## src/inc/mie_pkg.sv

```systemverilog
// Purpose: shared constants and types of the instruction execute block
// Assumes: 8-bit datapath, registers reached over APB with 32-bit data
// Notes:   opcodes, offsets and storage sizes are local to this block
`default_nettype none
package mie_pkg;
	// Datapath and storage sizes
	localparam int unsigned DW     = 8;
	localparam int unsigned PCW    = 16;
	localparam int unsigned FLW    = 6;
	localparam int unsigned MEM_N  = 16;
	localparam int unsigned MEM_IW = 4;
	localparam int unsigned STK_N  = 4;
	localparam int unsigned STK_PW = 2;
	localparam int unsigned STK_CW = 3;
	localparam int unsigned OPW    = 5;
	localparam int unsigned IW     = OPW + DW;
	// Register byte offsets
	localparam logic [7:0] OFS_INSTR  = 8'h00;
	localparam logic [7:0] OFS_ACC    = 8'h04;
	localparam logic [7:0] OFS_FLAGS  = 8'h08;
	localparam logic [7:0] OFS_PC     = 8'h0c;
	localparam logic [7:0] OFS_GIE    = 8'h10;
	localparam logic [7:0] OFS_STACK  = 8'h14;
	localparam logic [7:0] OFS_STATUS = 8'h18;
	localparam logic [1:0] MEM_SEL    = 2'h1;
	// Flag bit positions
	localparam int unsigned FL_C   = 0;
	localparam int unsigned FL_AC  = 1;
	localparam int unsigned FL_Z   = 2;
	localparam int unsigned FL_OV  = 3;
	localparam int unsigned FL_PDF = 4;
	localparam int unsigned FL_TO  = 5;
	// Status bit positions
	localparam int unsigned SB_SKIP = 0;
	localparam int unsigned SB_ILL  = 1;
	localparam int unsigned SB_CYC  = 2;
	localparam int unsigned SB_DEP  = 4;
	// Reset values and step counts
	localparam logic [DW-1:0]  ACC_RST  = 8'h00;
	localparam logic [FLW-1:0] FLG_RST  = 6'h00;
	localparam logic [PCW-1:0] PC_RST   = 16'h0000;
	localparam logic [IW-1:0]  INS_RST  = 13'h0000;
	localparam logic           GIE_RST  = 1'b0;
	localparam logic [PCW-1:0] PC_STEP  = 16'h0001;
	localparam logic [PCW-1:0] PC_SKIP  = 16'h0002;
	localparam logic [1:0]     CYC_ONE  = 2'h1;
	localparam logic [1:0]     CYC_TWO  = 2'h2;
	// Instruction codes
	typedef enum logic [4:0] {
		OP_COPY_MEM_TO_ACC  = 5'h00,
		OP_COPY_IMM_TO_ACC  = 5'h01,
		OP_COPY_ACC_TO_MEM  = 5'h02,
		OP_IDLE             = 5'h03,
		OP_OR_MEM           = 5'h04,
		OP_OR_IMM           = 5'h05,
		OP_OR_INTO_MEMORY   = 5'h06,
		OP_SUBROUTINE_EXIT  = 5'h07,
		OP_EXIT_WITH_CONST  = 5'h08,
		OP_INTERRUPT_EXIT   = 5'h09,
		OP_ROT_LEFT         = 5'h0a,
		OP_ROT_LEFT_ACC     = 5'h0b,
		OP_ROT_LEFT_VC      = 5'h0c,
		OP_ROT_LEFT_VC_ACC  = 5'h0d,
		OP_ROT_RIGHT        = 5'h0e,
		OP_ROT_RIGHT_ACC    = 5'h0f,
		OP_ROT_RIGHT_VC     = 5'h10,
		OP_ROT_RIGHT_VC_ACC = 5'h11,
		OP_SUB_BORROW       = 5'h12,
		OP_SUB_BORROW_MEM   = 5'h13,
		OP_DEC_SKIP_ZERO    = 5'h14
	} mie_op_t;
	// Sequencer states
	typedef enum logic [1:0] {
		ST_IDLE  = 2'b00,
		ST_EXEC  = 2'b01,
		ST_DUMMY = 2'b10,
		ST_DONE  = 2'b11
	} mie_state_t;
endpackage
`default_nettype wire

```

## src/hdl/mie_alu.sv

```systemverilog
// Purpose: combinational result and flag logic of the execute block
// Assumes: operands settled from registers in the same cycle
// Notes:   half carry and overflow are valid only for subtracts
`default_nettype none
module mie_alu (
	input  wire mie_pkg::mie_op_t    op,
	input  wire logic [mie_pkg::DW-1:0] acc,
	input  wire logic [mie_pkg::DW-1:0] mem,
	input  wire logic [mie_pkg::DW-1:0] imm,
	input  wire logic                c_in,
	output logic      [mie_pkg::DW-1:0] res,
	output logic                     c_out,
	output logic                     ac_out,
	output logic                     ov_out
);
	import mie_pkg::*;
	logic [DW:0] sum;
	logic [4:0]  low;
	// Result per opcode
	always_comb begin
		sum    = {1'b0, acc} + {1'b0, ~mem} + {8'h00, c_in};
		low    = {1'b0, acc[3:0]} + {1'b0, ~mem[3:0]} + {4'h0, c_in};
		res    = mem;
		c_out  = c_in;
		ac_out = 1'b0;
		ov_out = 1'b0;
		unique case (op)
			OP_OR_MEM, OP_OR_INTO_MEMORY: res = acc | mem; // [RQ5] [RQ6]
			OP_OR_IMM: res = acc | imm; // [RQ5]
			OP_ROT_LEFT, OP_ROT_LEFT_ACC: begin
				res = {mem[6:0], mem[7]}; // [RQ10]
			end
			OP_ROT_LEFT_VC, OP_ROT_LEFT_VC_ACC: begin
				res   = {mem[6:0], c_in}; // [RQ12]
				c_out = mem[7]; // [RQ12]
			end
			OP_ROT_RIGHT, OP_ROT_RIGHT_ACC: begin
				res = {mem[0], mem[7:1]}; // [RQ13]
			end
			OP_ROT_RIGHT_VC, OP_ROT_RIGHT_VC_ACC: begin
				res   = {c_in, mem[7:1]}; // [RQ14]
				c_out = mem[0]; // [RQ14]
			end
			OP_SUB_BORROW, OP_SUB_BORROW_MEM: begin
				res    = sum[DW-1:0]; // [RQ15]
				c_out  = sum[DW]; // [RQ15]
				ac_out = low[4]; // [RQ15]
				ov_out = (acc[7] != mem[7]) && (sum[7] != acc[7]);
			end
			OP_DEC_SKIP_ZERO: res = mem - 8'h01; // [RQ17]
			default: res = mem;
		endcase
	end
endmodule
`default_nettype wire

```

## src/hdl/mie_stack.sv

```systemverilog
// Purpose: return address stack of the execute block
// Assumes: push and pop never in the same cycle
// Notes:   pointer wraps, so overflow overwrites the oldest entry
`default_nettype none
module mie_stack (
	input  wire logic                    clk,
	input  wire logic                    rst_n,
	input  wire logic                    push,
	input  wire logic                    pop,
	input  wire logic [mie_pkg::PCW-1:0] push_data,
	output logic      [mie_pkg::PCW-1:0] top,
	output logic   [mie_pkg::STK_CW-1:0] depth
);
	import mie_pkg::*;
	localparam logic [STK_PW-1:0] P_ONE = 2'h1;
	localparam logic [STK_CW-1:0] C_ONE = 3'h1;
	localparam logic [STK_CW-1:0] C_MAX = 3'h4;
	typedef struct packed {
		logic [STK_PW-1:0]         ptr;
		logic [STK_CW-1:0]         cnt;
		logic [STK_N-1:0][PCW-1:0] ent;
	} mie_stk_t;
	mie_stk_t q;
	mie_stk_t d;
	// Push writes at the pointer, pop steps it back
	always_comb begin
		d = q;
		if (push) begin
			d.ent[q.ptr] = push_data;
			d.ptr        = q.ptr + P_ONE;
			if (q.cnt != C_MAX)
				d.cnt = q.cnt + C_ONE;
		end else if (pop) begin
			d.ptr = q.ptr - P_ONE;
			if (q.cnt != 3'h0)
				d.cnt = q.cnt - C_ONE;
		end
	end
	// State register
	always_ff @(posedge clk or negedge rst_n) begin
		if (!rst_n)
			q <= '0;
		else
			q <= d;
	end
	assign top   = q.ent[q.ptr - P_ONE];
	assign depth = q.cnt;
endmodule
`default_nettype wire

```

## src/hdl/mie_top.sv

```systemverilog
// Purpose: execute unit for moves, OR, returns, rotates, subtract
//          with borrow and decrement-skip, behind an APB slave
// Assumes: one APB master; clk at 50 MHz; one instruction per write
// Notes:   writing the instruction register runs it; pready rises
//          when the last machine cycle of the instruction is over
//          Byte offsets: 00 instruction word, 04 accumulator,
//          08 flags, 0c program counter, 10 global interrupt enable,
//          14 stack (a write pushes, a read shows the top), 18 status,
//          data memory bytes at 40 plus four times the index
//          Instruction word: opcode in [12:8], operand in [7:0]; a
//          memory operand takes its index from bits [3:0]
//          Flags: 0 carry, 1 half carry, 2 zero, 3 overflow, 4 and 5
//          are stored only; status: 0 skip taken, 1 unknown opcode,
//          [3:2] cycles of the last instruction, [6:4] stack depth
// Contract
// RQ1: Copy memory byte to accumulator, flags untouched.
// RQ2: Immediate copy loads the 8-bit constant into accumulator, no flags.
// RQ3: Store accumulator into addressed memory byte, flags untouched.
// RQ4: Idle instruction only advances program counter by one.
// RQ5: OR accumulator with memory or constant into accumulator, only zero.
// RQ6: OR-into-memory writes the OR back to memory, only zero flag.
// RQ7: Subroutine exit pops program counter, two cycles, no flags.
// RQ8: Exit with constant pops program counter and loads accumulator.
// RQ9: Interrupt exit pops program counter and sets global enable.
// RQ10: Left rotate moves bit 7 into bit 0, no flags.
// RQ11: Accumulator rotates write accumulator, memory stays unchanged.
// RQ12: Left via carry: old carry to bit 0, bit 7 to carry.
// RQ13: Right rotate moves bit 0 into bit 7, no flags.
// RQ14: Right via carry: bit 0 to carry, old carry to bit 7.
// RQ15: Subtract with borrow: acc plus inverted byte plus carry, four flags.
// RQ16: Memory form of subtract with borrow writes result to memory.
// RQ17: Decrement-skip writes back; zero result discards prefetch, two cycles.
// RQ18: All other instructions here take one machine cycle.
//
// The APB slave port and the register offsets were left to the implementer.
`default_nettype none
module mie_top (
	input  wire logic                    clk,
	input  wire logic                    rstn,
	input  wire logic                    psel,
	input  wire logic                    penable,
	input  wire logic                    pwrite,
	input  wire logic [7:0]              paddr,
	input  wire logic [31:0]             pwdata,
	output logic      [31:0]             prdata,
	output logic                         pready,
	output logic                         pslverr,
	output logic      [mie_pkg::DW-1:0]  acc,
	output logic      [mie_pkg::FLW-1:0] flags,
	output logic      [mie_pkg::PCW-1:0] pc,
	output logic                         global_interrupt_enable
);
	import mie_pkg::*;

	// State of the execute unit apart from the return stack
	typedef struct packed {
		mie_state_t                st;
		logic [IW-1:0]             instr;
		logic [DW-1:0]             acc;
		logic [FLW-1:0]            flg;
		logic [PCW-1:0]            pc;
		logic                      gie;
		logic [MEM_N-1:0][DW-1:0]  mem;
		logic                      skip;
		logic                      ill;
		logic [1:0]                cyc;
		logic                      rdy;
		logic                      err;
		logic [31:0]               rdata;
	} mie_core_t;

	mie_core_t            q;
	mie_core_t            d;
	logic [1:0]           rst_sync_q;
	logic                 rst_n;
	mie_op_t              op;
	logic [DW-1:0]        opnd;
	logic [MEM_IW-1:0]    midx;
	logic [MEM_IW-1:0]    aidx;
	logic [DW-1:0]        mval;
	logic                 is_mem;
	logic                 res_zero;
	logic [DW-1:0]        res;
	logic                 c_res;
	logic                 ac_res;
	logic                 ov_res;
	logic                 push;
	logic                 pop;
	logic [PCW-1:0]       stk_top;
	logic [STK_CW-1:0]    stk_dep;

	// Reset release through two flops
	always_ff @(posedge clk or negedge rstn) begin
		if (!rstn)
			rst_sync_q <= 2'h0;
		else
			rst_sync_q <= {rst_sync_q[0], 1'b1};
	end
	assign rst_n = rst_sync_q[1];

	// Instruction fields and operand fetch
	assign op     = mie_op_t'(q.instr[IW-1:DW]);
	assign opnd   = q.instr[DW-1:0];
	assign midx   = opnd[MEM_IW-1:0];
	assign mval   = q.mem[midx];
	assign aidx   = paddr[MEM_IW+1:2];
	assign is_mem = (paddr[7:6] == MEM_SEL) && (paddr[1:0] == 2'h0);

	// Zero test of the result, shared by every zero flag update
	assign res_zero = (res == 8'h00);

	// Result and flag logic of the current opcode
	mie_alu u_alu (
		.op     (op),
		.acc    (q.acc),
		.mem    (mval),
		.imm    (opnd),
		.c_in   (q.flg[FL_C]),
		.res    (res),
		.c_out  (c_res),
		.ac_out (ac_res),
		.ov_out (ov_res)
	);

	// Return stack: pushed over the bus, popped by the three exits
	mie_stack u_stack (
		.clk       (clk),
		.rst_n     (rst_n),
		.push      (push),
		.pop       (pop),
		.push_data (pwdata[PCW-1:0]),
		.top       (stk_top),
		.depth     (stk_dep)
	);

	// Next state: bus access, execute and sequencing
	always_comb begin
		d    = q;
		push = 1'b0;
		pop  = 1'b0;
		unique case (q.st)
			// Idle: take one bus access per transfer
			ST_IDLE: begin
				if (psel && penable) begin
					d.st    = ST_DONE;
					d.rdy   = 1'b1;
					d.err   = 1'b0;
					d.rdata = 32'h0000_0000;
					if (pwrite) begin
						// Register writes
						case (paddr)
							OFS_INSTR: begin
								d.instr = pwdata[IW-1:0];
								d.st    = ST_EXEC;
								d.rdy   = 1'b0;
							end
							OFS_ACC:   d.acc = pwdata[DW-1:0];
							OFS_FLAGS: d.flg = pwdata[FLW-1:0];
							OFS_PC:    d.pc  = pwdata[PCW-1:0];
							OFS_GIE:   d.gie = pwdata[0];
							// Stack write pushes the low half word
							OFS_STACK: push  = 1'b1;
							// Status is read only; the write is dropped quietly
							OFS_STATUS: begin
								d.err = 1'b0; // Read only
							end
							// Unmapped or misaligned writes answer with an error
							default: begin
								if (is_mem)
									d.mem[aidx] = pwdata[DW-1:0];
								else
									d.err = 1'b1;
							end
						endcase
					end else begin
						// Register reads, narrow data in low bits
						case (paddr)
							OFS_INSTR: d.rdata[IW-1:0]   = q.instr;
							OFS_ACC:   d.rdata[DW-1:0]   = q.acc;
							OFS_FLAGS: d.rdata[FLW-1:0]  = q.flg;
							OFS_PC:    d.rdata[PCW-1:0]  = q.pc;
							OFS_GIE:   d.rdata[0]        = q.gie;
							// Stack read shows the top entry without popping
							OFS_STACK: d.rdata[PCW-1:0]  = stk_top;
							OFS_STATUS: begin
								d.rdata[SB_SKIP]           = q.skip;
								d.rdata[SB_ILL]            = q.ill;
								d.rdata[SB_CYC+1:SB_CYC]   = q.cyc;
								d.rdata[SB_DEP+2:SB_DEP]   = stk_dep;
							end
							// Unmapped or misaligned reads give zero and an error
							default: begin
								if (is_mem)
									d.rdata[DW-1:0] = q.mem[aidx];
								else
									d.err = 1'b1;
							end
						endcase
					end
				end
			end

			ST_EXEC: begin
				// Next word is prefetched while this one runs
				d.pc   = q.pc + PC_STEP; // [RQ4] [RQ18]
				d.skip = 1'b0;
				d.ill  = 1'b0;
				d.cyc  = CYC_ONE; // [RQ18]
				unique case (op)
					// Copy a memory byte into the accumulator
					OP_COPY_MEM_TO_ACC: begin
						d.acc = mval; // [RQ1]
					end
					// Load the operand byte into the accumulator
					OP_COPY_IMM_TO_ACC: begin
						d.acc = opnd; // [RQ2]
					end
					// Store the accumulator into the memory byte
					OP_COPY_ACC_TO_MEM: begin
						d.mem[midx] = q.acc; // [RQ3]
					end
					// Nothing but the program counter step
					OP_IDLE: begin
						d.ill = 1'b0; // Only the step above [RQ4]
					end
					// OR into the accumulator, zero flag only
					OP_OR_MEM, OP_OR_IMM: begin
						d.acc       = res; // [RQ5]
						d.flg[FL_Z] = res_zero; // [RQ5]
					end
					// OR written back to the memory byte
					OP_OR_INTO_MEMORY: begin
						d.mem[midx] = res; // [RQ6]
						d.flg[FL_Z] = res_zero; // [RQ6]
					end
					// Plain exit: restore pc, spend a second cycle
					OP_SUBROUTINE_EXIT: begin
						pop   = 1'b1;
						d.pc  = stk_top; // [RQ7]
						d.cyc = CYC_TWO; // [RQ7]
					end
					// Exit that also loads the operand byte
					OP_EXIT_WITH_CONST: begin
						pop   = 1'b1;
						d.pc  = stk_top; // [RQ8]
						d.acc = opnd; // [RQ8]
					end
					// Interrupt exit turns interrupts back on
					OP_INTERRUPT_EXIT: begin
						pop   = 1'b1;
						d.pc  = stk_top; // [RQ9]
						d.gie = 1'b1; // [RQ9]
					end
					// Memory rotates rewrite the source byte
					OP_ROT_LEFT, OP_ROT_RIGHT: begin
						d.mem[midx] = res; // [RQ10] [RQ13]
					end
					// Accumulator rotates leave memory alone
					OP_ROT_LEFT_ACC, OP_ROT_RIGHT_ACC: begin
						d.acc = res; // [RQ11]
					end
					// Rotates via carry into memory
					OP_ROT_LEFT_VC, OP_ROT_RIGHT_VC: begin
						d.mem[midx] = res; // [RQ12] [RQ14]
						d.flg[FL_C] = c_res; // [RQ12] [RQ14]
					end
					// Rotates via carry into the accumulator
					OP_ROT_LEFT_VC_ACC, OP_ROT_RIGHT_VC_ACC: begin
						d.acc       = res; // [RQ11]
						d.flg[FL_C] = c_res; // [RQ12] [RQ14]
					end
					// Subtract with borrow, to accumulator or memory
					OP_SUB_BORROW, OP_SUB_BORROW_MEM: begin
						if (op == OP_SUB_BORROW_MEM)
							d.mem[midx] = res; // [RQ16]
						else
							d.acc = res; // [RQ15]
						d.flg[FL_C]  = c_res; // [RQ15] [RQ16]
						d.flg[FL_AC] = ac_res; // [RQ15]
						d.flg[FL_OV] = ov_res; // [RQ15]
						d.flg[FL_Z]  = res_zero; // [RQ15]
					end
					// Decrement, write back, skip on a zero result
					OP_DEC_SKIP_ZERO: begin
						d.mem[midx] = res; // [RQ17]
						if (res_zero) begin
							// Prefetched word dropped, dummy cycle
							d.pc   = q.pc + PC_SKIP; // [RQ17]
							d.skip = 1'b1;
							d.cyc  = CYC_TWO; // [RQ17]
						end
					end
					// Unknown code: step only, mark it in status
					default: begin
						d.ill = 1'b1; // Unknown code acts as idle
					end
				endcase
				// Two-cycle instructions pass through the dummy state
				if (d.cyc == CYC_TWO) begin
					d.st = ST_DUMMY; // [RQ7] [RQ17]
				end else begin
					d.st  = ST_DONE;
					d.rdy = 1'b1;
				end
			end

			ST_DUMMY: begin
				// Second machine cycle does no work
				d.st  = ST_DONE;
				d.rdy = 1'b1;
			end

			ST_DONE: begin
				// pready seen high this cycle; drop it
				d.st  = ST_IDLE;
				d.rdy = 1'b0;
				d.err = 1'b0;
			end
		endcase
	end

	// State register
	always_ff @(posedge clk or negedge rst_n) begin
		if (!rst_n) begin
			// Fields not named below, memory included, clear to zero
			q       <= '0;
			q.st    <= ST_IDLE;
			q.instr <= INS_RST;
			q.acc   <= ACC_RST;
			q.flg   <= FLG_RST;
			q.pc    <= PC_RST;
			q.gie   <= GIE_RST;
		end else begin
			q <= d;
		end
	end

	// Outputs straight from the state register
	assign prdata                  = q.rdata;
	assign pready                  = q.rdy;
	assign pslverr                 = q.err;
	assign acc                     = q.acc;
	assign flags                   = q.flg;
	assign pc                      = q.pc;
	assign global_interrupt_enable = q.gie;
endmodule
`default_nettype wire

```

## config.mk

```make
export PLATFORM = sky130hd
export DESIGN_NAME = mie_top
export DESIGN_NICKNAME = d
export VERILOG_FILES = /design/src/inc/mie_pkg.sv /design/src/hdl/mie_alu.sv /design/src/hdl/mie_stack.sv /design/src/hdl/mie_top.sv
export SDC_FILE = /design/constraint.sdc
export NUM_CORES = 1
export LEC_CHECK = 0
export ABC_AREA = 0
export BUFFER_PORTS_ARGS = -buffer_cell sky130_fd_sc_hd__buf_4
export CORE_UTILIZATION = 65
export CTS_BUF_LIST = sky130_fd_sc_hd__clkbuf_2 sky130_fd_sc_hd__clkbuf_4 sky130_fd_sc_hd__clkbuf_8
export DETAILED_ROUTE_END_ITERATION = 10
export PLACE_DENSITY_LB_ADDON = 0.05
export SYNTH_ARGS = -nofsm -noshare
export SYNTH_HDL_FRONTEND = slang
export SYNTH_HIERARCHICAL = 1
export SYNTH_SLANG_ARGS = --single-unit
```

## constraint.sdc

```tcl
create_clock -name clk -period 11.8 [get_ports clk]
set_input_delay 0.59 -clock clk [delete_from_list [all_inputs] [get_ports clk]]
set_output_delay 0.59 -clock clk [all_outputs]
set_load 0.005 [all_outputs]
```

* Yosys cells after proc, flatten, opt, wreduce, memory -nomap -nowiden
Cells that the tools add are included.
Storage, ports and cells: bits in registers 267
Cells by class: muxes and demuxes 74, add/subtract/negate cells 11, reductions and logical operators 45, equality and inequality tests 53, order comparisons 7, bitwise gates (word level) 4
Operators with widths (number):
- bitwise mux 128 bit | 3
- two-way mux 128 bit | 3
- one-hot mux 128 bit (3 select lines) | 1
- two-way mux 174 bit | 2
- one-hot mux 149 bit (2 select lines) | 1
- two-way mux 16 bit | 5
- binary-select mux 8 bit (select 4 bit) | 2
- bitwise mux 64 bit | 1
- demux 8 bit (select 4 bit) | 2
- one-hot mux 8 bit (8 select lines) | 1
- two-way mux 8 bit | 7
- == test 5 x 4 -> 1 bit (second input constant) | 8
- one-hot mux 5 bit (7 select lines) | 1
- two-way mux 34 bit | 1
- binary-select mux 16 bit (select 2 bit) | 1
- demux 16 bit (select 2 bit) | 1
- one-hot mux 16 bit (2 select lines) | 1
- one-hot mux 8 bit (4 select lines) | 1
- == test 5 bit (second input constant) | 5
- == test 8 x 5 -> 1 bit (second input constant) | 3
- two-way mux 1 bit | 21
- OR reduction 21 bit | 1
- == test 5 x 3 -> 1 bit (second input constant) | 4
- OR reduction 6 bit | 3
- 63 further kinds | 115

* Logic depth before layout (Yosys ltp)
Gate-level depths: netlist of the first run.
word-level depth 13, mapped depth 19, depth with buffers taken out 16

* Cells and area by module
The synthesis of the first run kept the hierarchy.
Modules (own cells, without submodules):
- mie_top | times used 1, cells an instance 1260, area each 13665.6 µm²
- mie_stack | times used 1, cells an instance 195, area each 3176.8 µm²
- mie_alu | times used 1, cells an instance 180, area each 1219.9 µm²

* Worst setup path after synthesis of the first run
No wires, ideal clock.
kind register -> register, from reg q, in the netlist midx[0], to reg, netlist name pc[5], clock period less this slack 4884 ps, stages on the path, launching flop included 20, buffers on the path 3, arrival 4741 ps, data required time 11657 ps, setup slack 6916 ps, cell sequence dfrtp_1 -> buf_4 -> buf_4 -> mux4_2 -> a22oi_1 -> nand3_1 -> fa_1 -> fa_1 -> nor2b_1 -> o2111ai_1 -> a21oi_1 -> nor3b_1 -> o32a_1 -> nor4_4 -> and4b_1 -> buf_2 -> nor2_1 -> o21ba_2 -> o21ai_0 -> o221ai_1
Between the ends: cells in the longest elaborated chain, start to end 10, elaborated cells between the ends (all ways) 13, classes of those cells 3 x add/sub; 6 x mux; 3 x bitwise; 1 x reduce/logical
Ends and longest elaborated chain:
- from (decl) | RTL line mie_top.sv:72 | mie_core_t q;
- binary-select mux 8 bit (select 4 bit) * | RTL line mie_top.sv:105 | assign mval = q.mem[midx];
- two-way mux 8 bit (implied by the code) * | RTL line mie_top.sv:105
- named net mval[0] | RTL line mie_top.sv:80 | logic [DW-1:0] mval;
- NOT 8 bit | RTL line mie_alu.sv:21 | sum = {1'b0, acc} + {1'b0, ~mem} + {8'h00, c_in};
- adder 8 x 8 -> 9 bit | RTL line mie_alu.sv:21
- adder 9 x 1 -> 9 bit | RTL line mie_alu.sv:21
- one-hot mux 8 bit (8 select lines) * | RTL line mie_alu.sv:27 | unique case (op)
- named net res[6] | RTL line mie_top.sv:83 | logic [DW-1:0] res;
- logical NOT 8 bit * | RTL line mie_top.sv:110 | assign res_zero = (res == 8'h00);
- two-way mux 16 bit * | RTL line mie_top.sv:286 | if (res_zero) begin
- one-hot mux 16 bit (2 select lines) * | RTL line mie_top.sv:209 | unique case (op)
- one-hot mux 149 bit (2 select lines) * | RTL line mie_top.sv:141 | unique case (q.st)
Mark *: on every way through the listed nets, which the timed path passes. The rest lies on a longest branch. The select of a mux whose other input is x is not followed. A chain may end at the register's enable or synchronous reset.

* Final worst setup path of the first run
from reg q, in the netlist midx[0], to reg q, in the netlist pready
Between the ends: cells in the longest elaborated chain, start to end 13, elaborated cells between the ends (all ways) 16, classes of those cells 3 x add/sub; 2 x eq/ne; 6 x mux; 3 x bitwise; 2 x reduce/logical
Ends and longest elaborated chain:
- binary-select mux 8 bit (select 4 bit) * | RTL line mie_top.sv:105
- two-way mux 8 bit (implied by the code) * | RTL line mie_top.sv:105
- named net mval[0] | RTL line mie_top.sv:80
- NOT 8 bit | RTL line mie_alu.sv:21
- adder 8 x 8 -> 9 bit | RTL line mie_alu.sv:21
- adder 9 x 1 -> 9 bit | RTL line mie_alu.sv:21
- one-hot mux 8 bit (8 select lines) * | RTL line mie_alu.sv:27
- named net res[6] | RTL line mie_top.sv:83
- logical NOT 8 bit * | RTL line mie_top.sv:110
- two-way mux 2 bit * | RTL line mie_top.sv:286
- one-hot mux 2 bit (2 select lines) * | RTL line mie_top.sv:209
- two-way mux 2 bit * | RTL line mie_top.sv:141
- == test 2 bit * | RTL line mie_top.sv:299 | if (d.cyc == CYC_TWO) begin
- != test 2 bit (no line) *
- AND reduction 2 bit (no line) *
Marks and branches as above.

==> impl_metrics.ini, run 1 <==
[outcome]
run_status = finished, final reports clean

[detailed_routing]
wl_cell_um = 27.4
route.final.wire_length_um = 55300
drtIter0Drc = 2236
route.detailed.drc = 0
ant_nets = 0
post_drt_via_cell_ratio = 7.29
drt_first_pass_iters = 9
routed-via-count = 14712

[clock_network]
cts_buffer_depth = 3
clock_sink_count = 267
cts_made_buffers = 47
clock_tree.htree_level_count = 2
clock_slew_seen_by_the_registers_of_the_worst_setup_and_hold_paths_ns = 0.06
cts_resized = 0
worstSkewPairLatency_ns = 0.59
root_buffer = sky130_fd_sc_hd__clkbuf_8
cts_tree = built

[yosys]
share_of_flip_flops_with_an_asynchronous_set_or_reset = 1.00
number_of_register_bits_inferred_by_synthesis = 267
synth.lib_cells_used.distinct = 102
synth.area.top_cells = sky130_fd_sc_hd__dfrtp_1 (37%), sky130_fd_sc_hd__mux4_2 (11%), sky130_fd_sc_hd__mux2_2 (7.0%)
ys.flop_type = sky130_fd_sc_hd__dfrtp_1
synth_edf_count = 0
synth-warning-count = 6
synth.top_cell.area_share = 0.370
seq_area_frac_synth = 0.370
post_synth.cell_area_avg_um2 = 11.0
mappedNetlistArea_um2 = 18100
synth_cells = 1635
synth_area_leader_cell = sky130_fd_sc_hd__dfrtp_1

[worst_setup_path]
start_kind = flip-flop
cp_num_buf_inv = 1
crit_path_max_incr_delay_ns = 0.64
timing.critical_path.mode_cell = sky130_fd_sc_hd__fa_1
timing_worst_setup_path_type = reg2reg
worst_ep_arrival_time_ns = 6.84
cpMaxStageDelayCell = sky130_fd_sc_hd__and4b_1
critical_path_peak_fanout = 38
critical_path.cell_chain = buf_4 -> mux4_2 -> a22oi_1 -> nand3_1 -> fa_1 -> fa_1 -> nor2b_1 -> o2111ai_1 -> a21oi_1 -> nor3b_1 -> o32a_1 -> nor4_4 -> and4b_1 -> o21ai_1 -> a31o_2 -> a221oi_1
data_required_time_at_the_worst_endpoint_ns = 12.28
path_delay_family = compound AO/OA/AOI/OAI gates
cp-end-kind = flip-flop

[timing]
fin_worst_skew_ns = 0.0439
finalHoldViolCount = 0
final.min_clock_period_ns = 6.36
slew_headroom = 0.229
period_share = 0.539
setup_total_negative_slack_ns = 0
slew_viol_final = 0
timing.final.ws_setup_ns = 5.44
unrepaired_setup_endpoints_after_global_routing = false
maxClockFrequency_mhz = 157
tightest_slew_ns = 1.15
setup_violations = 0

[cells_and_area]
post-route-cell-area_um2 = 19100
final_core_util = 0.705
drive_gt1_frac = 0.272
areaGrowthSynthToFinish_pct = 5.83
nFillCells = 2020
final-instance-count-excl-fill = 2018
fin_nets = 1683

[grt]
gr-total-overflow = 0
grt_pass1_vias = 14479
grt.total_usage = 0.399
first_pass_grt_wire_length_um = 86100
grt_max_degree = 150
antenna_found_initial = 0

[power]
vdd.ir_drop.worst_uv = 106
share_seq_of_total_power = 0.373
combPwrFrac = 0.357
sw_share = 0.383
p_per_area_nw_per_um2 = 165
switchingPower_mw = 1.21
internal-power_mw = 1.95
share_clk_of_total_power = 0.270
leakage_nw = 8.19

[placed_design]
routabilityCongestion = 0.960
hpwl_um = 38100
placed_cells = 1939
port_buffers = 77
post-place-ws_ns = 5.58
dpl-instance-area_um2 = 18200

[floorplanning]
die_w_um = 169
design.core.area_um2 = 27100
floorplan.initialDensity = 0.666
floorplan.die.height_um = 169
fp-row-count = 60
io_pins = 110
fp.dieArea_um2 = 28500

[worst_hold_path]
timing.hold.worst.class = in2reg

[flow_run]
drv_cap = 0
## metrics by stage
| step | hold WS [ns] | total power [mW] |
|---|---|---|
| floorplan | 0.294 | 2.00 |
| global placement | 0.346 | 2.26 |
| detailed placement | 0.336 | 2.29 |
| CTS | 0.281 | 3.13 |
| global route | 0.299 | 3.30 |
| finish | 0.301 | 3.16 |
## sequential cells by signal, summed over array words and instances (netlist names), 2 cells and up
signal and cells:
prdata 16, opnd 4, midx 4, flags 6, q 134, pc 16
acc 8, u_stack/depth 3, u_stack/q 66, rst_sync_q 2, op 5
## cells in the mapped netlist (all sizes together) (5+ instances only)
cell     count
xnor2        9
mux2i       11
ha          18
a32oi        6
a21oi       78
o21a         8
nor3        20
dfrtp      267
nand4        5
nor4         8
nor3b        7
a211oi       5
and3         8
o2111ai      6
nand2b      11
nand3       40
nor2b       19
nor2        74
mux4        95
xor2         5
clkinv       7
a22o        24
buf        133
o211ai      10
nand2       94
o21ai       90
o22ai      133
a22oi       33
a31oi       10
inv         52
a222oi      12
a221oi      11
mux2       211
clkbuf      48
## kinds of logic (layout without fill, tap and decap cells)
logic type                 after synthesis  in the layout  synth area share
AOI/OAI and AO/OA                      461            461             0.176
xor gates and xnor gates                14             14           0.00679
adders and majority gates               22             22            0.0163
buffers and inverters                  240            235            0.0764
DFF                                    267            267             0.370
muxes                                  317            317             0.262
other                                    2             18          0.000416
and+or+nand+nor                        312            312            0.0918
## area by class of cell
class                           count  area (um^2)  share of cell area
Tap cell                          372          465              0.0243
Multi-Input combinational cell   1143        10100               0.527
Clock inverter                      3         32.5             0.00170
Sequential cell                   267         6690               0.350
Antenna cell                        1         2.50            0.000131
Inverter                           59          221              0.0116
Clock buffer                       74          881              0.0461
Timing Repair Buffer               99          758              0.0397
## routing by layer
layer / share of wire / GRT usage / routed length (um) / vias up
met4: 0.040 / 0.157 / 2200 / 0
met1: 0.40 / 0.571 / 21900 / 7362
met5: 0 / 0 / 0 / -
met2: 0.45 / 0.598 / 24600 / 1000
met3: 0.12 / 0.0863 / 6520 / 174
li1: - / - / - / 6176
## power by group through the flow
stage	combinational [mW]	sequential, mW	clock (mW)
floorplan	0.874	1.13	0
finish	1.13	1.18	0.854
detailed placement	1.10	1.19	0
global route	1.21	1.19	0.900
CTS	1.10	1.17	0.859
global placement	1.08	1.18	0
## repair_timing
action	CTS	global route
endpoints found under the hold margin	2	0
hold buffers	1	0
setup buffers	0	0
## final timing paths
| kind | endpoint | slack [ns] | startpoint | cells after the start |
|---|---|---|---|---|
| worst max-delay path | pready | 5.44 | midx[0] | 16 |
| worst min-delay path | u_stack/q[29] | 0.30 | pwdata[13] | 2 |
| worst max register to register | pready | 5.44 | midx[0] | 16 |
| worst min register to register | u_stack/q[17] | 0.34 | rst_sync_q[1] | 0 |
| max in group asynchronous | q[47] | 10.03 | rst_sync_q[1] | 1 |
| min in group asynchronous | rst_sync_q[1] | 0.32 | rstn | 2 |
## cells in the final DEF, fill, tap and decap left out, types with 14 or more instances in the layout
| cell type | n |
|---|---|
| sky130_fd_sc_hd__a21oi_1 | 76 |
| sky130_fd_sc_hd__a22o_1 | 24 |
| sky130_fd_sc_hd__a22oi_1 | 31 |
| sky130_fd_sc_hd__buf_4 | 97 |
| sky130_fd_sc_hd__clkbuf_4 | 22 |
| sky130_fd_sc_hd__clkbuf_8 | 52 |
| sky130_fd_sc_hd__conb_1 | 17 |
| sky130_fd_sc_hd__dfrtp_1 | 265 |
| sky130_fd_sc_hd__ha_1 | 17 |
| sky130_fd_sc_hd__inv_1 | 51 |
| sky130_fd_sc_hd__mux2_1 | 98 |
| sky130_fd_sc_hd__mux2_2 | 113 |
| sky130_fd_sc_hd__mux4_2 | 91 |
| sky130_fd_sc_hd__nand2_1 | 88 |
| sky130_fd_sc_hd__nand3_1 | 39 |
| sky130_fd_sc_hd__nor2_1 | 72 |
| sky130_fd_sc_hd__nor2b_1 | 15 |
| sky130_fd_sc_hd__nor3_1 | 20 |
| sky130_fd_sc_hd__o21ai_0 | 59 |
| sky130_fd_sc_hd__o21ai_1 | 14 |
| sky130_fd_sc_hd__o22ai_1 | 133 |
Power figures use the tool's default switching activity.
==> run 2, diff against run 1 <==
--- a/config.mk
+++ b/config.mk
@@ -7,7 +7,7 @@
 export LEC_CHECK = 0
 export ABC_AREA = 0
 export BUFFER_PORTS_ARGS = -buffer_cell sky130_fd_sc_hd__buf_4
-export CORE_UTILIZATION = 65
+export CORE_UTILIZATION = 58
 export CTS_BUF_LIST = sky130_fd_sc_hd__clkbuf_2 sky130_fd_sc_hd__clkbuf_4 sky130_fd_sc_hd__clkbuf_8
 export DETAILED_ROUTE_END_ITERATION = 10
 export PLACE_DENSITY_LB_ADDON = 0.05
==> constraint.sdc (replaced) <==
create_clock -name clk -period 5.4 [get_ports clk]
set_input_delay 0.27 -clock clk [delete_from_list [all_inputs] [get_ports clk]]
set_output_delay 0.27 -clock clk [all_outputs]
set_load 0.005 [all_outputs]
==> impl_metrics.ini, run 2 (synthesis gave the netlist of run 1 again) <==
[outcome]
run_status = finished, final reports clean

[floorplanning]
die_w_um = 178
design.core.area_um2 = 30600
floorplan.initialDensity = 0.590
fp.dieArea_um2 = 31900
fp-row-count = 64
floorplan.die.height_um = 178
io_pins = 110

[power]
leakage_nw = 8.54
share_clk_of_total_power = 0.272
switchingPower_mw = 2.72
combPwrFrac = 0.367
internal-power_mw = 4.44
sw_share = 0.380
p_per_area_nw_per_um2 = 362
share_seq_of_total_power = 0.361
vdd.ir_drop.worst_uv = 273
finalPower_mw = 7.16

[worst_setup_path]
worstSetupStartpoint = midx[0]
critical_path_peak_fanout = 9
critical_path.cell_chain = buf_4 -> buf_12 -> mux4_2 -> mux4_2 -> inv_1 -> ha_1 -> or4b_1 -> nor2_1 -> xnor2_1 -> o211ai_1 -> o32a_1 -> nor4_4 -> buf_4 -> nand4b_4 -> nand2_2 -> o32ai_4 -> a222oi_1 -> o32ai_1
timing_worst_setup_path_type = reg2reg
cpMaxStageDelayCell = sky130_fd_sc_hd__mux4_2
cp-end-kind = flip-flop
crit_path_max_incr_delay_ns = 0.58
worst_ep_arrival_time_ns = 5.56
data_required_time_at_the_worst_endpoint_ns = 5.83
timing.rr.start = midx[0]
start_kind = flip-flop

[cells_and_area]
nFillCells = 2470
antenna_cells = 0
final-instance-count-excl-fill = 2105
areaGrowthSynthToFinish_pct = 9.39
commonest_cells_after_routing_fill_and_taps_aside = sky130_fd_sc_hd__dfrtp_1 (264), sky130_fd_sc_hd__buf_4 (146), sky130_fd_sc_hd__o22ai_1 (133), sky130_fd_sc_hd__mux2_2 (112), sky130_fd_sc_hd__mux2_1 (98)
layout_top_registers = q x134, u_stack/q x66
largest_register_ffs = 134
regMostFlops = q
fin_nets = 1744
drive_gt1_frac = 0.297
final_common_cell = sky130_fd_sc_hd__dfrtp_1

[detailed_routing]
wl_cell_um = 27.7
ant_nets = 0
route.detailed.drc = 0
drt_first_pass_iters = 7
post_drt_via_cell_ratio = 7.05
drtIter0Drc = 1758
routed-via-count = 14840
route.final.wire_length_um = 58300

[grt]
grt_pass1_vias = 14284
grt_max_degree = 107
first_pass_grt_wire_length_um = 88300
gr-total-overflow = 0
antenna_found_initial = 0
grt.total_usage = 0.373

[clock_network]
cts_buffer_depth = 3
root_buffer = sky130_fd_sc_hd__clkbuf_8
clock_sink_count = 267
clock_tree.htree_level_count = 2
clock_slew_seen_by_the_registers_of_the_worst_setup_and_hold_paths_ns = 0.06
cts_tree = built
cts_made_buffers = 46
worstSkewPairLatency_ns = 0.59

[placed_design]
port_buffers = 77
hpwl_um = 40500
placed_cells = 2000
routabilityCongestion = 0.913

[timing]
setup_violations = 0
slew_viol_final = 0
slew_headroom = 0.168
tightest_slew_ns = 1.25
fin_worst_skew_ns = 0.0434
finalHoldViolCount = 0
period_share = 0.950
maxClockFrequency_mhz = 195
unrepaired_setup_endpoints_after_global_routing = false
final.min_clock_period_ns = 5.13

[worst_hold_path]
min_from = pwdata[3]
timing.hold.worst.class = in2reg

[flow_run]
drv_cap = 0
-- run 2: critical path, delay by kind of cell (launching register included) --
kind / cells / cell delay [ns]
AOI/OAI and AO/OA: 5 / 1.09
muxes: 2 / 1.13
adders and majority gates: 1 / 0.17
DFF: 1 / 0.50
buffers and inverters: 4 / 0.62
and+or+nand+nor: 5 / 1.33
xor gates and xnor gates: 1 / 0.12
-- run 2: power by group through the flow --
stage	registers (mW)	logic [mW]	clock network [mW]
floorplan	2.46	1.91	0
global placement	2.59	2.50	0
detailed placement	2.60	2.53	0
CTS	2.57	2.54	1.97
global route	2.61	2.81	2.06
finish	2.59	2.63	1.94
-- run 2: per-layer routing --
layer  GRT usage  wire (um)  vias to the layer above
met4       0.155       2560                        0
met3      0.0769       5910                      158
met2       0.564      26300                      871
met5           0          0                        -
met1       0.523      23500                     7514
li1            -          -                     6297
-- run 2: final timing paths --
path                                 endpoint  slack (ns)  depth (start not counted)
worst max register to register         pc[14]        0.27                         18
max in group asynchronous             midx[0]        3.80                          1
worst min-delay path                  midx[3]        0.03                          2
min in group asynchronous              q[100]        0.44                          0
worst max-delay path                   pc[14]        0.27                         18
worst min register to register  rst_sync_q[1]        0.36                          0
-- run 2: area by class of cell --
| cell class | count | area [um^2] | area share |
|---|---|---|---|
| clock buffers | 75 | 938 | 0.0475 |
| clock inverters | 4 | 22.5 | 0.00114 |
| inverters | 59 | 221 | 0.0112 |
| multi-input cells | 1143 | 10100 | 0.511 |
| flip-flops and latches | 267 | 6690 | 0.339 |
| well taps | 396 | 495 | 0.0251 |
| repair buffers | 161 | 1290 | 0.0655 |
-- run 2: timing repair --
action | in CTS | in global routing
setup endpoints to repair | 2 | 11
setup buffers | 0 | 17
hold buffers | 9 | 0
resized for setup | 1 | 5
hold endpoints to repair | 35 | 0
pin swaps | 0 | 3
cloned | 0 | 0
-- run 2: through the flow --
| stage | hold slack, ns | area [um^2] | utilization | worst slack (ns) | setup TNS [ns] |
|---|---|---|---|---|---|
| after detailed placement | 0.0536 | 18500 | 0.606 | -0.0208 | -0.0208 |
| after global placement | 0.0523 | 18500 | 0.606 | 0.0860 | 0 |
| after global routing | 0.0253 | 19800 | 0.646 | 0.0188 | 0 |
| after floorplan | -0.0256 | 18100 | - | 0.516 | 0 |
| final | 0.0285 | 19800 | 0.646 | 0.269 | 0 |
| after CTS | 0.0137 | 19600 | 0.641 | 0.0666 | 0 |
==> run 3, diff against run 2 <==
--- a/config.mk
+++ b/config.mk
@@ -7,9 +7,10 @@
 export LEC_CHECK = 0
 export ABC_AREA = 0
 export BUFFER_PORTS_ARGS = -buffer_cell sky130_fd_sc_hd__buf_4
-export CORE_UTILIZATION = 58
+export CORE_UTILIZATION = 30
 export CTS_BUF_LIST = sky130_fd_sc_hd__clkbuf_2 sky130_fd_sc_hd__clkbuf_4 sky130_fd_sc_hd__clkbuf_8
 export DETAILED_ROUTE_END_ITERATION = 10
+export HOLD_SLACK_MARGIN = 0.03
 export PLACE_DENSITY_LB_ADDON = 0.05
 export SYNTH_ARGS = -nofsm -noshare
 export SYNTH_HDL_FRONTEND = slang
==> impl_metrics.ini, run 3 (synthesis gave the netlist of run 1 again) <==
[outcome]
run_status = complete, but fails checks
violations = DRC

[worst_setup_path]
start_kind = flip-flop
worstRegToRegCells = 20
cp-end-kind = flip-flop
timing_worst_setup_path_type = reg2reg
reg2reg_to = pc[5]
timing.rr.start = midx[0]
worst_ep_arrival_time_ns = 5.70
data_required_time_at_the_worst_endpoint_ns = 5.88
reg2reg_setup_slack_ns = 0.18
critical_path_peak_fanout = 8

[timing]
maxClockFrequency_mhz = 192
hold-worst-slack_ns = 0.109
finalHoldViolCount = 0
slew_headroom = 0.135
fin_worst_skew_ns = 0.0378
timing.final.ws_setup_ns = 0.179
tightest_slew_ns = 1.29
setup_violations = 0
unrepaired_setup_endpoints_after_global_routing = true
slew_viol_final = 0
final.min_clock_period_ns = 5.22
period_share = 0.967
setup_total_negative_slack_ns = 0

[cells_and_area]
final_common_cell = sky130_fd_sc_hd__dfrtp_1
largest_register_ffs = 134
final_core_util = 0.346
fin_nets = 1770
layout_top_registers = q x134, u_stack/q x66
areaGrowthSynthToFinish_pct = 13.6
drive_gt1_frac = 0.302
commonest_cells_after_routing_fill_and_taps_aside = sky130_fd_sc_hd__dfrtp_1 (264), sky130_fd_sc_hd__buf_4 (151), sky130_fd_sc_hd__o22ai_1 (133), sky130_fd_sc_hd__mux2_2 (113), sky130_fd_sc_hd__mux2_1 (98)
regMostFlops = q

[clock_network]
cts_buffer_depth = 3
worstSkewPairLatency_ns = 0.68
root_buffer = sky130_fd_sc_hd__clkbuf_8
cts_tree = built
cts_made_buffers = 55
clock_sink_count = 267
clock_slew_seen_by_the_registers_of_the_worst_setup_and_hold_paths_ns = 0.06
clock_tree.htree_level_count = 2

[worst_hold_path]
count_of_cells_along_the_worst_hold_path = 3
timing.hold.worst_endpoint = q[210]
min_from = psel
timing.hold.worst.class = in2reg

[power]
finalPower_mw = 7.58
internal-power_mw = 4.61
vdd.ir_drop.worst_uv = 177
share_seq_of_total_power = 0.343
switchingPower_mw = 2.97
leakage_nw = 8.68
p_per_area_nw_per_um2 = 369
share_clk_of_total_power = 0.292
sw_share = 0.392
combPwrFrac = 0.365

[detailed_routing]
routed-via-count = 14549
route.final.wire_length_um = 71400
wl_cell_um = 28.4
drtIter0Drc = 1022
ant_nets = 0
post_drt_via_cell_ratio = 5.78
drt_first_pass_iters = 11
route.detailed.drc = 17

[grt]
antenna_found_initial = 1
grt_max_degree = 157
gr-total-overflow = 0
grt_pass1_vias = 15103
grt.total_usage = 0.237
first_pass_grt_wire_length_um = 106000

[placed_design]
routabilityCongestion = 0.858
port_buffers = 77
hpwl_um = 49700
post-place-ws_ns = -0.0671

[flow_run]
drv_cap = 0

[floorplanning]
die_w_um = 247
fp.dieArea_um2 = 61200
floorplan.die.height_um = 247
io_pins = 110
floorplan.initialDensity = 0.305
design.core.area_um2 = 59200
fp-row-count = 89
run 3: cell types whose count changed in the layout (fill, tap and decap cells not counted), sizes merged:
cell	before	now
buf	151	156
inv	52	53
clkbuf	76	86
diode	0	2
clkinvlp	1	3
dlygate4sd3	9	22
run 3: what timing repair did:
action,in CTS,in global routing
setup buffers,4,4
setup endpoints to repair,7,18
resized for setup,1,6
endpoints found under the hold margin,90,0
hold buffers,22,0
pin swaps,0,4
run 3: layout make-up:
cell class | count | area (um^2)
antenna | 2 | 5.00
multi-input combinational | 1143 | 10100
clock inverter | 7 | 53.8
tap | 773 | 967
timing repair buffer | 178 | 1450
sequential | 267 | 6690
clock buffer | 86 | 1050
inverter | 59 | 221
fill | 6022 | 38700
run 3: worst max-delay path by stage:
stage,from,end,slack [ns]
2_1_floorplan,midx[0],pc[5],0.52
3_3_place_gp,midx[0],pready,0.02
3_5_place_dp,midx[0],pready,-0.07
4_1_cts,midx[1],pready,0.07
5_1_grt,midx[0],pc[5],-0.02
6_report,midx[0],pc[5],0.18
run 3: routing by layer:
layer	vias up	GRT usage	part of all wire
li1	6370	-	-
met1	7585	0.317	0.44
met2	481	0.390	0.47
met3	113	0.0322	0.051
met4	0	0.0868	0.035
met5	-	0	0
run 3: critical path: stages, from the launching register on:
cell	delay [ns]
sky130_fd_sc_hd__dfrtp_4	0.54
sky130_fd_sc_hd__buf_12	0.17
sky130_fd_sc_hd__buf_4	0.14
sky130_fd_sc_hd__buf_4	0.15
sky130_fd_sc_hd__mux4_2	0.46
sky130_fd_sc_hd__mux4_2	0.57
sky130_fd_sc_hd__inv_1	0.09
sky130_fd_sc_hd__ha_1	0.25
sky130_fd_sc_hd__and2_1	0.19
sky130_fd_sc_hd__a221o_1	0.33
sky130_fd_sc_hd__a21oi_2	0.16
sky130_fd_sc_hd__mux2i_1	0.10
sky130_fd_sc_hd__o32a_1	0.38
sky130_fd_sc_hd__nor4_4	0.34
sky130_fd_sc_hd__buf_4	0.20
sky130_fd_sc_hd__and4b_1	0.22
sky130_fd_sc_hd__buf_6	0.14
sky130_fd_sc_hd__nor2_1	0.07
sky130_fd_sc_hd__o21ba_2	0.22
sky130_fd_sc_hd__o21ai_0	0.16
sky130_fd_sc_hd__o221ai_1	0.14
run 3: per-stage QoR:
stage,instance area [um^2],cells
after floorplan,18100,1650
after global placement,19100,2390
after detailed placement,19100,2390
after CTS,20500,2509
after global routing,20500,2515
final,20500,2515
run 3: power by group through the flow:
stage | Sequential, mW | Combinational [mW] | Clock (mW)
floorplan | 2.46 | 1.91 | 0
global placement | 2.63 | 2.70 | 0
detailed placement | 2.63 | 2.72 | 0
CTS | 2.60 | 2.74 | 2.30
global route | 2.64 | 2.97 | 2.38
finish | 2.60 | 2.76 | 2.22
